--- src/hdl/vic_pkg.sv ---
// constants, states and carrier types of the vectored interrupt controller
package vic_pkg;
  localparam int VIC_NSRC = 6;
  localparam int VIC_AW = 10;
  // register indices; byte address is four times the index
  localparam logic [7:0] VIC_IDX_CTRL = 8'hF0;
  localparam logic [7:0] VIC_IDX_PINS = 8'hF1;
  localparam logic [7:0] VIC_IDX_STAT = 8'hF2;
  localparam logic [7:0] VIC_IDX_PRIO = 8'hF9;
  localparam logic [7:0] VIC_IDX_REQ = 8'hFA;
  localparam logic [7:0] VIC_IDX_MASK = 8'hFB;
  // field positions
  localparam int VIC_REQ_SEL_C = 7;
  localparam int VIC_REQ_SEL_A = 6;
  localparam int VIC_CTRL_GIE = 0;
  localparam int VIC_SRC_A = 0;
  localparam int VIC_SRC_B = 1;
  localparam int VIC_SRC_C = 2;
  localparam int VIC_SRC_WIDE = 3;
  localparam int VIC_SRC_NARROW = 4;
  localparam int VIC_SRC_VM = 5;
  // reset values
  localparam logic [7:0] VIC_REQ_RST = 8'h00;
  localparam logic [5:0] VIC_MASK_RST = 6'h00;
  localparam logic [2:0] VIC_PRIO_RST = 3'h0;
  localparam logic VIC_GIE_RST = 1'b0;
  // vector table base in program memory, two bytes per source
  localparam logic [15:0] VIC_VEC_BASE = 16'h0000;

  typedef enum logic [2:0] {
    VIC_ST_IDLE = 3'b000,
    VIC_ST_SAVE = 3'b001,
    VIC_ST_HI_WAIT = 3'b010,
    VIC_ST_HI_TAKE = 3'b011,
    VIC_ST_LO_WAIT = 3'b100,
    VIC_ST_LO_TAKE = 3'b101
  } vic_state_t;

  typedef struct packed {
    logic pin_port3_bit1;
    logic pin_port3_bit2;
    logic pin_port3_bit3;
  } vic_pins_t;

  typedef struct packed {
    logic comparator_one_evt;
    logic comparator_two_evt;
    logic wide_counter_evt;
    logic narrow_counter_evt;
    logic voltage_low;
    logic vd_enable;
    logic demod_mode;
    logic demod_alt_pin;
    logic capture_evt;
  } vic_src_t;
endpackage : vic_pkg

--- src/hdl/vic_edge.sv ---
// edge detector for one external interrupt pin
`timescale 1ns/10ps
module vic_edge import vic_pkg::*; (
  input wire logic sys_clk,
  input wire logic rst,
  input wire logic pin,
  input wire logic rise_en,
  input wire logic fall_en,
  output logic evt
);
  logic prev_q;
  logic prev_d;
  logic armed_q;
  logic armed_d;

  always_comb begin
    prev_d = pin;
    armed_d = 1'b1;
  end

  always_ff @(posedge sys_clk) begin
    if (rst) begin
      prev_q <= 1'b0;
      armed_q <= 1'b0;
    end else begin
      prev_q <= prev_d;
      armed_q <= armed_d;
    end
  end

  // no edge is seen in the first cycle after reset
  assign evt = armed_q & ((rise_en & pin & ~prev_q) | (fall_en & ~pin & prev_q));
endmodule : vic_edge

--- src/hdl/vic_prio.sv ---
// programmable priority encoder over the pending sources
`timescale 1ns/10ps
module vic_prio import vic_pkg::*; (
  input wire logic sys_clk,
  input wire logic rst,
  input wire logic [VIC_NSRC-1:0] pend,
  input wire logic [2:0] start,
  output logic any,
  output logic [2:0] idx
);
  function automatic logic [3:0] pick(input logic [5:0] p, input logic [2:0] s);
    logic [3:0] r;
    logic [3:0] n;
    logic [3:0] b;
    r = 4'h0;
    b = (s < 3'(VIC_NSRC)) ? {1'b0, s} : 4'h0;
    for (int k = VIC_NSRC - 1; k >= 0; k--) begin
      n = b + 4'(k);
      if (n >= 4'(VIC_NSRC)) begin
        n = n - 4'(VIC_NSRC);
      end
      if (p[n[2:0]]) begin
        r = {1'b1, n[2:0]};
      end
    end
    return r;
  endfunction : pick

  logic [3:0] res;

  always_comb begin
    res = pick(pend, start);
    any = res[3];
    idx = res[2:0];
  end

  property p_prio_pick;
    @(posedge sys_clk) disable iff (rst)
    (|pend) |-> any && pend[idx];
  endproperty
  a_prio_pick: assert property (p_prio_pick) else $error("picked source not pending");

  property p_prio_first;
    @(posedge sys_clk) disable iff (rst)
    (start < 3'(VIC_NSRC) && pend[start]) |-> idx == start;
  endproperty
  a_prio_first: assert property (p_prio_first) else $error("start source not preferred");
endmodule : vic_prio

--- src/hdl/vic_top.sv ---
// vectored interrupt controller with avalon register slave and vector fetch
// What this block does
// - second external request latches only on falling pin edge, vector bytes 2,3.
// - first request from one pin, vector 0,1; third from other pin, vector 4,5.
// - every grant reads a 16-bit routine address from vector pair, then branches.
// - simultaneous pending requests resolved by encoder set through priority register.
// - a grant runs a machine cycle: disable interrupts, save counter and flags.
// - masked sources still latch in the request register for polling.
// - request register bits 7 and 6 choose edges of the two programmable pins.
// - first comparator feeds third request, second comparator feeds first request.
// - demodulation capture on alternate pin also raises third request; software masks it.
// - software reads the interrupt pin levels directly.
// - voltage-monitor request bit 5 holds until cleared; serviced only when unmasked.
//
// The Avalon-MM register port was left to the implementer.
`timescale 1ns/10ps
module vic_top import vic_pkg::*; (
  input wire logic sys_clk,
  input wire logic rst,
  input wire logic [VIC_AW-1:0] avs_address,
  input wire logic avs_read,
  input wire logic avs_write,
  input wire logic [3:0] avs_byteenable,
  input wire logic [31:0] avs_writedata,
  output logic [31:0] avs_readdata,
  output logic avs_waitrequest,
  input wire vic_pins_t pins,
  input wire vic_src_t src,
  input wire logic enable_interrupts_instr,
  input wire logic core_saved,
  input wire logic [7:0] pm_rdata,
  output logic irq,
  output logic int_cycle,
  output logic save_req,
  output logic pm_rd,
  output logic [15:0] pm_addr,
  output logic branch,
  output logic [15:0] isr_addr
);
  function automatic logic hit(input logic [VIC_AW-1:0] a, input logic [7:0] i);
    return (a[VIC_AW-1:2] == i) && (a[1:0] == 2'b00);
  endfunction : hit

  function automatic logic [15:0] vec_loc(input logic [2:0] s, input logic lo);
    return VIC_VEC_BASE + {12'h000, s, lo};
  endfunction : vec_loc

  // bus slave: one wait state, then the request completes
  logic wait_q;
  logic wait_d;
  logic [31:0] rdata_q;
  logic [31:0] rdata_d;
  logic acc;
  logic take;
  logic wr_en;

  // register file
  logic [7:0] req_q;
  logic [7:0] req_d;
  logic [5:0] mask_q;
  logic [5:0] mask_d;
  logic [2:0] prio_q;
  logic [2:0] prio_d;
  logic gie_q;
  logic gie_d;
  logic irq_q;
  logic irq_d;

  // interrupt machine cycle
  vic_state_t st_q;
  vic_state_t st_d;
  logic [2:0] srv_q;
  logic [2:0] srv_d;
  logic [7:0] hi_q;
  logic [7:0] hi_d;
  logic [15:0] isr_q;
  logic [15:0] isr_d;
  logic [15:0] pm_addr_q;
  logic [15:0] pm_addr_d;
  logic pm_rd_q;
  logic pm_rd_d;
  logic save_q;
  logic save_d;
  logic cyc_q;
  logic cyc_d;
  logic branch_q;
  logic branch_d;

  logic [2:0] pin_vec;
  logic [2:0] rise_en;
  logic [2:0] fall_en;
  logic [2:0] evt;
  logic [5:0] sets;
  logic [5:0] clrs;
  logic [5:0] pend;
  logic enc_any;
  logic [2:0] enc_idx;
  logic grant;

  assign pin_vec = {pins.pin_port3_bit1, pins.pin_port3_bit3, pins.pin_port3_bit2};
  assign rise_en = {req_q[VIC_REQ_SEL_C], 1'b0, req_q[VIC_REQ_SEL_A]};
  assign fall_en = {~req_q[VIC_REQ_SEL_C] | req_q[VIC_REQ_SEL_A], 1'b1,
                    ~req_q[VIC_REQ_SEL_A] | req_q[VIC_REQ_SEL_C]};

  genvar g;
  generate
    for (g = 0; g < 3; g++) begin : g_edge
      vic_edge u_edge (
        .sys_clk(sys_clk),
        .rst(rst),
        .pin(pin_vec[g]),
        .rise_en(rise_en[g]),
        .fall_en(fall_en[g]),
        .evt(evt[g])
      );
    end
  endgenerate

  always_comb begin
    sets[VIC_SRC_A] = evt[0] | src.comparator_two_evt;
    sets[VIC_SRC_B] = evt[1];
    sets[VIC_SRC_C] = evt[2] | src.comparator_one_evt
                      | (src.demod_mode & src.demod_alt_pin & src.capture_evt);
    sets[VIC_SRC_WIDE] = src.wide_counter_evt;
    sets[VIC_SRC_NARROW] = src.narrow_counter_evt;
    sets[VIC_SRC_VM] = src.vd_enable & src.voltage_low;
  end

  assign pend = req_q[5:0] & mask_q;

  vic_prio u_prio (
    .sys_clk(sys_clk),
    .rst(rst),
    .pend(pend),
    .start(prio_q),
    .any(enc_any),
    .idx(enc_idx)
  );

  assign grant = (st_q == VIC_ST_IDLE) & gie_q & enc_any;
  assign acc = avs_read | avs_write;
  assign take = acc & ~wait_q;
  assign wr_en = take & avs_write & avs_byteenable[0];

  always_comb begin
    wait_d = ~(acc & wait_q);
    rdata_d = rdata_q;
    if (acc & wait_q & avs_read) begin
      rdata_d = 32'h0000_0000;
      if (hit(avs_address, VIC_IDX_REQ)) begin
        rdata_d = {24'h000000, req_q};
      end else if (hit(avs_address, VIC_IDX_MASK)) begin
        rdata_d = {26'h0000000, mask_q};
      end else if (hit(avs_address, VIC_IDX_PRIO)) begin
        rdata_d = {29'h00000000, prio_q};
      end else if (hit(avs_address, VIC_IDX_CTRL)) begin
        rdata_d = {31'h00000000, gie_q};
      end else if (hit(avs_address, VIC_IDX_PINS)) begin
        rdata_d = {29'h00000000, pin_vec};
      end else if (hit(avs_address, VIC_IDX_STAT)) begin
        rdata_d = {26'h0000000, st_q, srv_q};
      end
    end
  end

  always_comb begin
    clrs = 6'h00;
    req_d = req_q;
    mask_d = mask_q;
    prio_d = prio_q;
    gie_d = gie_q;
    if (wr_en && hit(avs_address, VIC_IDX_REQ)) begin
      clrs = avs_writedata[5:0];
      req_d[7:6] = avs_writedata[7:6];
    end
    if (wr_en && hit(avs_address, VIC_IDX_MASK)) begin
      mask_d = avs_writedata[5:0];
    end
    if (wr_en && hit(avs_address, VIC_IDX_PRIO)) begin
      prio_d = avs_writedata[2:0];
    end
    if (wr_en && hit(avs_address, VIC_IDX_CTRL)) begin
      gie_d = avs_writedata[VIC_CTRL_GIE];
    end
    if (enable_interrupts_instr) begin
      gie_d = 1'b1;
    end
    if (grant) begin
      clrs[enc_idx] = 1'b1;
      gie_d = 1'b0;
    end
    // a new event wins over a clear in the same cycle
    req_d[5:0] = (req_q[5:0] & ~clrs) | sets;
    irq_d = |pend;
  end

  always_comb begin
    st_d = st_q;
    srv_d = srv_q;
    hi_d = hi_q;
    isr_d = isr_q;
    pm_addr_d = pm_addr_q;
    pm_rd_d = 1'b0;
    save_d = save_q;
    cyc_d = cyc_q;
    branch_d = 1'b0;
    case (st_q)
      VIC_ST_IDLE: begin
        if (grant) begin
          st_d = VIC_ST_SAVE;
          srv_d = enc_idx;
          save_d = 1'b1;
          cyc_d = 1'b1;
        end
      end
      VIC_ST_SAVE: begin
        if (core_saved) begin
          save_d = 1'b0;
          pm_rd_d = 1'b1;
          pm_addr_d = vec_loc(srv_q, 1'b0);
          st_d = VIC_ST_HI_WAIT;
        end
      end
      VIC_ST_HI_WAIT: begin
        st_d = VIC_ST_HI_TAKE;
      end
      VIC_ST_HI_TAKE: begin
        hi_d = pm_rdata;
        pm_rd_d = 1'b1;
        pm_addr_d = vec_loc(srv_q, 1'b1);
        st_d = VIC_ST_LO_WAIT;
      end
      VIC_ST_LO_WAIT: begin
        st_d = VIC_ST_LO_TAKE;
      end
      VIC_ST_LO_TAKE: begin
        isr_d = {hi_q, pm_rdata};
        branch_d = 1'b1;
        cyc_d = 1'b0;
        st_d = VIC_ST_IDLE;
      end
      default: begin
        st_d = VIC_ST_IDLE;
      end
    endcase
  end

  always_ff @(posedge sys_clk) begin
    if (rst) begin
      wait_q <= 1'b1;
      rdata_q <= 32'h0000_0000;
      req_q <= VIC_REQ_RST;
      mask_q <= VIC_MASK_RST;
      prio_q <= VIC_PRIO_RST;
      gie_q <= VIC_GIE_RST;
      irq_q <= 1'b0;
      st_q <= VIC_ST_IDLE;
      srv_q <= 3'h0;
      hi_q <= 8'h00;
      isr_q <= 16'h0000;
      pm_addr_q <= 16'h0000;
      pm_rd_q <= 1'b0;
      save_q <= 1'b0;
      cyc_q <= 1'b0;
      branch_q <= 1'b0;
    end else begin
      wait_q <= wait_d;
      rdata_q <= rdata_d;
      req_q <= req_d;
      mask_q <= mask_d;
      prio_q <= prio_d;
      gie_q <= gie_d;
      irq_q <= irq_d;
      st_q <= st_d;
      srv_q <= srv_d;
      hi_q <= hi_d;
      isr_q <= isr_d;
      pm_addr_q <= pm_addr_d;
      pm_rd_q <= pm_rd_d;
      save_q <= save_d;
      cyc_q <= cyc_d;
      branch_q <= branch_d;
    end
  end

  assign avs_readdata = rdata_q;
  assign avs_waitrequest = wait_q;
  assign irq = irq_q;
  assign int_cycle = cyc_q;
  assign save_req = save_q;
  assign pm_rd = pm_rd_q;
  assign pm_addr = pm_addr_q;
  assign branch = branch_q;
  assign isr_addr = isr_q;

  property p_fall_b;
    @(posedge sys_clk) disable iff (rst)
    ($past(pins.pin_port3_bit3) && !pins.pin_port3_bit3 && !$past(rst)) |=> req_q[VIC_SRC_B];
  endproperty
  a_fall_b: assert property (p_fall_b) else $error("falling edge on b not latched");

  property p_rise_a;
    @(posedge sys_clk) disable iff (rst)
    (!$past(pins.pin_port3_bit2) && pins.pin_port3_bit2 && !$past(rst)
      && req_q[VIC_REQ_SEL_A]) |=> req_q[VIC_SRC_A];
  endproperty
  a_rise_a: assert property (p_rise_a) else $error("rising edge on a not latched");

  property p_rise_c_off;
    @(posedge sys_clk) disable iff (rst)
    (req_q[7:6] == 2'b01 && $rose(pins.pin_port3_bit1) && !$past(rst) && !req_q[VIC_SRC_C]
      && !src.comparator_one_evt && !src.capture_evt) |=> !req_q[VIC_SRC_C];
  endproperty
  a_rise_c_off: assert property (p_rise_c_off) else $error("edge select of c misread");

  property p_vec_hi;
    @(posedge sys_clk) disable iff (rst)
    (st_q == VIC_ST_SAVE && core_saved) |=> pm_rd && pm_addr == vec_loc(srv_q, 1'b0)
      ##2 pm_rd && pm_addr == vec_loc(srv_q, 1'b1);
  endproperty
  a_vec_hi: assert property (p_vec_hi) else $error("vector pair address wrong");

  property p_isr;
    @(posedge sys_clk) disable iff (rst)
    branch |-> isr_addr == {$past(pm_rdata, 3), $past(pm_rdata, 1)};
  endproperty
  a_isr: assert property (p_isr) else $error("routine address not hi then lo byte");

  property p_grant;
    @(posedge sys_clk) disable iff (rst)
    grant |=> st_q == VIC_ST_SAVE && srv_q == $past(enc_idx) && !gie_q && save_req && int_cycle;
  endproperty
  a_grant: assert property (p_grant) else $error("grant did not start machine cycle");

  property p_no_grant;
    @(posedge sys_clk) disable iff (rst)
    (st_q == VIC_ST_IDLE && (!gie_q || pend == 6'h00)) |=> st_q == VIC_ST_IDLE;
  endproperty
  a_no_grant: assert property (p_no_grant) else $error("grant without enable or mask");

  property p_busy;
    @(posedge sys_clk) disable iff (rst)
    (st_q != VIC_ST_IDLE && gie_q && pend != 6'h00 && !wr_en) |=> gie_q && $stable(srv_q);
  endproperty
  a_busy: assert property (p_busy) else $error("grant during machine cycle");

  property p_masked_latch;
    @(posedge sys_clk) disable iff (rst)
    (src.wide_counter_evt && !mask_q[VIC_SRC_WIDE]) |=> req_q[VIC_SRC_WIDE];
  endproperty
  a_masked_latch: assert property (p_masked_latch) else $error("masked event lost");

  property p_comp;
    @(posedge sys_clk) disable iff (rst)
    src.comparator_one_evt |=> req_q[VIC_SRC_C];
  endproperty
  a_comp: assert property (p_comp) else $error("comparator one not routed");

  property p_capture;
    @(posedge sys_clk) disable iff (rst)
    (src.demod_mode && src.demod_alt_pin && src.capture_evt) |=> req_q[VIC_SRC_C];
  endproperty
  a_capture: assert property (p_capture) else $error("capture did not raise c");

  property p_pins;
    @(posedge sys_clk) disable iff (rst)
    (avs_read && wait_q && hit(avs_address, VIC_IDX_PINS))
      |=> !avs_waitrequest && avs_readdata[2:0] == $past(pin_vec);
  endproperty
  a_pins: assert property (p_pins) else $error("pin levels not returned");

  property p_vm_hold;
    @(posedge sys_clk) disable iff (rst)
    (req_q[VIC_SRC_VM] && !clrs[VIC_SRC_VM]) |=> req_q[VIC_SRC_VM];
  endproperty
  a_vm_hold: assert property (p_vm_hold) else $error("voltage request dropped");
endmodule : vic_top

--- config.mk ---
export PLATFORM = sky130hd
export DESIGN_NAME = vic_top
export DESIGN_NICKNAME = d
export VERILOG_FILES = /design/src/hdl/vic_pkg.sv /design/src/hdl/vic_edge.sv /design/src/hdl/vic_prio.sv /design/src/hdl/vic_top.sv
export SDC_FILE = /design/constraint.sdc
export NUM_CORES = 1
export LEC_CHECK = 0
export BUFFER_PORTS_ARGS = -buffer_cell sky130_fd_sc_hd__buf_4
export CAP_MARGIN = 20
export CORE_MARGIN = 4
export CORE_UTILIZATION = 52
export CTS_BUF_LIST = sky130_fd_sc_hd__clkbuf_4
export DETAILED_ROUTE_END_ITERATION = 7
export GPL_TIMING_DRIVEN = 0
export HOLD_SLACK_MARGIN = 0.08
export PLACE_DENSITY = 0.83
export SETUP_SLACK_MARGIN = 0.2
export SLEW_MARGIN = 10
export SYNTH_ARGS = -nofsm -noshare
export SYNTH_HDL_FRONTEND = slang
export SYNTH_HIERARCHICAL = 1
export SYNTH_SLANG_ARGS = --single-unit
--- constraint.sdc ---
create_clock -name sys_clk -period 4.75 [get_ports sys_clk]
set_clock_uncertainty 0.2 [all_clocks]
set_input_delay 0.7125 -clock sys_clk [delete_from_list [all_inputs] [get_ports sys_clk]]
set_output_delay 0.7125 -clock sys_clk [all_outputs]
set_load 0.01 [all_outputs]
==> results.py <==
metrics = {
    "floorplan": {
        "fp.dieH_um": 95.9,
        "initial_core_util_pct": 54.6,
        "coreArea_um2": 7370,
        "die_w_um": 95.9,
        "dieArea_um2": 9200,
        "rows": 31,
        "io_pins": 142,
    },
    "drt": {
        "drtAntennaViolNets": 0,
        "wire_per_inst_um": 15.1,
        "drc": 0,
        "drtPass1Iterations": 5,
        "routed_wl_um": 10700,
        "vias": 3914,
        "viasPerCell": 5.54,
        "drtIter0Drc": 257,
    },
    "critical_path": {
        "critical_path.cell_chain": "ha_1 > nand2b_2 > buf_4 > inv_1 > ha_1 > inv_1 > ha_1 > clkbuf_2 > nor2_1 > nand2_1 > a21oi_1 > a211oi_2 > nand2b_1 > or3_1 > nand3_2 > inv_1 > or4_1 > a21oi_1 > a311oi_1",
        "regToRegSetupSlack_ns": 0.44,
        "critical_path.startpoint_type": "flip-flop",
        "r2r-start": "prio_q[1]$_SDFFE_PP0P_",
        "endpoint_kind": "flip-flop",
        "r2r-end": "req_q[1]$_SDFF_PP0_",
        "cp_data_required_time_ns": 4.85,
        "critical_path.top_delay_family": "simple AND/OR/NAND/NOR gates",
        "slowest_stage": "or4_1",
        "r2r_cells": 19,
        "path_buf_inv": 5,
        "path_max_fanout": 10,
        "cp_slowest_stage_delay_ns": 0.53,
        "crit_arrival_ns": 4.41,
        "criticalPathCategory": "flip-flop to flip-flop",
    },
    "run_status": {
        "status": "finished clean",
    },
    "grt": {
        "antenna_found_initial": 0,
        "grt_use_total_pct": 23.4,
        "grt_max_degree": 14,
        "grt_pass1_vias": 3610,
        "grt_pass1_wl_um": 17000,
        "gr-total-overflow": 0,
    },
    "timing": {
        "timing.fmax_ghz": 0.232,
        "worst_slew_pin_slew_ns": 0.682,
        "timing.hold.ws_ns": 0.261,
        "relSlewSlack_pct": 54.5,
        "rsz0062_at_grt": "false",
        "min_period_ns": 4.31,
        "setup_ws_ns": 0.440,
        "setup_violations": 0,
        "timing.final.crit_share_pct": 90.7,
        "finalHoldViolations": 0,
        "drv_slew": 0,
        "setup_tns_ns": 0,
    },
    "layout": {
        "final_cell_mix": "buf_4, dfxtp_1, nand2_1",
        "fill_cells": 625,
        "n_antenna_cell": 0,
        "drive_above_1_share_pct": 24.3,
        "num-nets-final": 682,
        "fin_util_pct": 67.9,
        "final_common_cell": "buf_4",
        "area_delta_synth_final_pct": 24.4,
    },
    "clocking": {
        "clk_pin_slew_worst_paths_ns": 0.12,
        "hold_buffers": 0,
        "cts.sinks": 72,
        "clock_latency_ns": 0.43,
        "cts.htree.levels": 3,
        "cts_root_buffer": "clkbuf_4",
        "cts_setup_buffers": 0,
        "cts.path.max_buffers": 2,
        "cts_made_buffers": 9,
        "cts_tree": "built",
    },
    "synth": {
        "synth_seq_area_share_pct": 35.8,
        "synth_edf_count": 0,
        "yosys_warnings": 6,
        "syn_area_um2": 4020,
        "ys.flop_type": "dfxtp_1",
        "syn_inst": 479,
        "synth-async-reset-ratio_pct": 0,
        "ys_seq_elements": 72,
        "syn_avg_cell_area_um2": 8.40,
        "post_synth_num_cell_types": 60,
    },
    "pwr": {
        "p_per_area_nw_per_um2": 227,
        "combPwrFrac_pct": 10.8,
        "total_power_mw": 1.14,
        "p_sw_mw": 0.303,
        "p_int_mw": 0.834,
        "ir_worst_vdd_v": 0.000251,
        "p_leak_nw": 2.27,
        "switching_share_pct": 26.6,
        "clkPwrFrac_pct": 34.7,
        "power_frac_seq_pct": 54.5,
    },
    "job": {
        "cap_violations": 0,
    },
    "placement": {
        "port_buffers": 77,
        "place_ws_ns": 0.278,
        "dp_hpwl_um": 8260,
        "gp_congestion": 0.919,
    },
    "min_path": {
        "whs_endpoint": "avs_waitrequest$_SDFF_PP1_",
        "min-delay-start": "avs_waitrequest$_SDFF_PP1_",
        "min_path_type": "flip-flop to flip-flop",
        "hold_path_depth": 1,
    },
}
-- registers in the layout (all words and copies together) (netlist names) --
| signal | flops |
|---|---|
| g_edge.u_edge/prev_q | 3 |
| gie_q | 1 |
| st_q | 3 |
| prio_q | 3 |
| pm_rd | 1 |
| hi_q | 8 |
| save_req | 1 |
| int_cycle | 1 |
| pm_addr | 4 |
| avs_waitrequest | 1 |
| irq | 1 |
| isr_addr | 16 |
| avs_readdata | 8 |
| srv_q | 3 |
| g_edge.u_edge/armed_q | 3 |
| mask_q | 6 |
| branch | 1 |
| req_q | 8 |
-- Yosys cell counts (8+ instances only) --
library cell	number	area [µm²]
nor2_1	30	113
nand3_1	21	105
a21oi_1	35	175
inv_1	18	67.6
a31oi_1	10	62.6
nand4b_1	10	87.6
buf_4	37	278
clkbuf_1	18	67.6
mux2i_1	22	220
and2_1	8	50.1
nor2b_1	10	62.6
o21ai_0	17	85.1
dfxtp_1	72	1440
a22o_1	16	140
nor3_1	10	50.1
nand2_1	45	169
nand2b_1	8	50.1
-- metrics by stage --
| step | instance area, µm² | std cells |
|---|---|---|
| 6_report | 5000 | 707 |
| 5_1_grt | 5000 | 707 |
| 4_1_cts | 4990 | 707 |
| 3_5_place_dp | 4860 | 691 |
| 3_3_place_gp | 4860 | 691 |
| 2_1_floorplan | 4160 | 515 |
-- worst max path at each step --
stage,from,endpoint,slack [ns],depth (start not counted)
after global placement,prio_q[1]$_SDFFE_PP0P_,req_q[1]$_SDFF_PP0_,0.41,19
final,prio_q[1]$_SDFFE_PP0P_,req_q[1]$_SDFF_PP0_,0.44,19
after global routing,prio_q[2]$_SDFFE_PP0P_,req_q[5]$_SDFF_PP0_,0.24,19
after detailed placement,prio_q[1]$_SDFFE_PP0P_,req_q[1]$_SDFF_PP0_,0.28,19
after CTS,prio_q[1]$_SDFFE_PP0P_,req_q[1]$_SDFF_PP0_,0.24,19
after floorplan,prio_q[1]$_SDFFE_PP0P_,req_q[1]$_SDFF_PP0_,0.87,19
-- final cells by class --
class                           instances  area (µm²)  share of cell area [%]
Clock buffer                            9        67.6                    1.35
Timing Repair Buffer                   77         578                    11.6
Tap cell                               99         124                    2.48
Clock inverter                          7        68.8                    1.38
Sequential cell                        72        1440                    28.8
Multi-Input combinational cell        365        2280                    45.6
Inverter                               18        67.6                    1.35
Buffer                                 60         372                    7.43
-- power groups by stage --
stage | clock network [mW] | registers (mW) | logic, mW
2_1_floorplan | 0 | 0.631 | 0.0701
3_3_place_gp | 0 | 0.632 | 0.118
3_5_place_dp | 0 | 0.632 | 0.120
4_1_cts | 0.394 | 0.619 | 0.120
5_1_grt | 0.425 | 0.620 | 0.135
6_report | 0.394 | 0.619 | 0.123
-- kinds of logic (layout without fill, tap and decap cells) --
family                     after synthesis  in the layout  synth area share [%]
AOI/OAI and AO/OA                      121            121                  20.2
other                                    2             38                 0.187
buffers and inverters                   78            171                  10.9
muxes                                   27             27                  7.25
xor gates and xnor gates                 1              1                 0.218
DFF                                     72             72                  35.8
adders and majority gates                7              7                  2.18
and+or+nand+nor                        171            171                  23.2
-- per-layer routing --
metal  vias to the layer above  routed length, µm  global-route usage [%]
met5                         -                  0                       0
met4                         0                247                    7.94
met3                        25                890                    5.08
met2                       185               5050                    38.1
met1                      1799               4510                    30.6
li1                       1905                  -                       -
-- what timing repair did --
action                                  CTS  global route
endpoints found under the setup margin    0             2
resized for setup                         0             5
hold endpoints to repair                  0             0
Note: power is estimated with default switching activity, not from simulation.
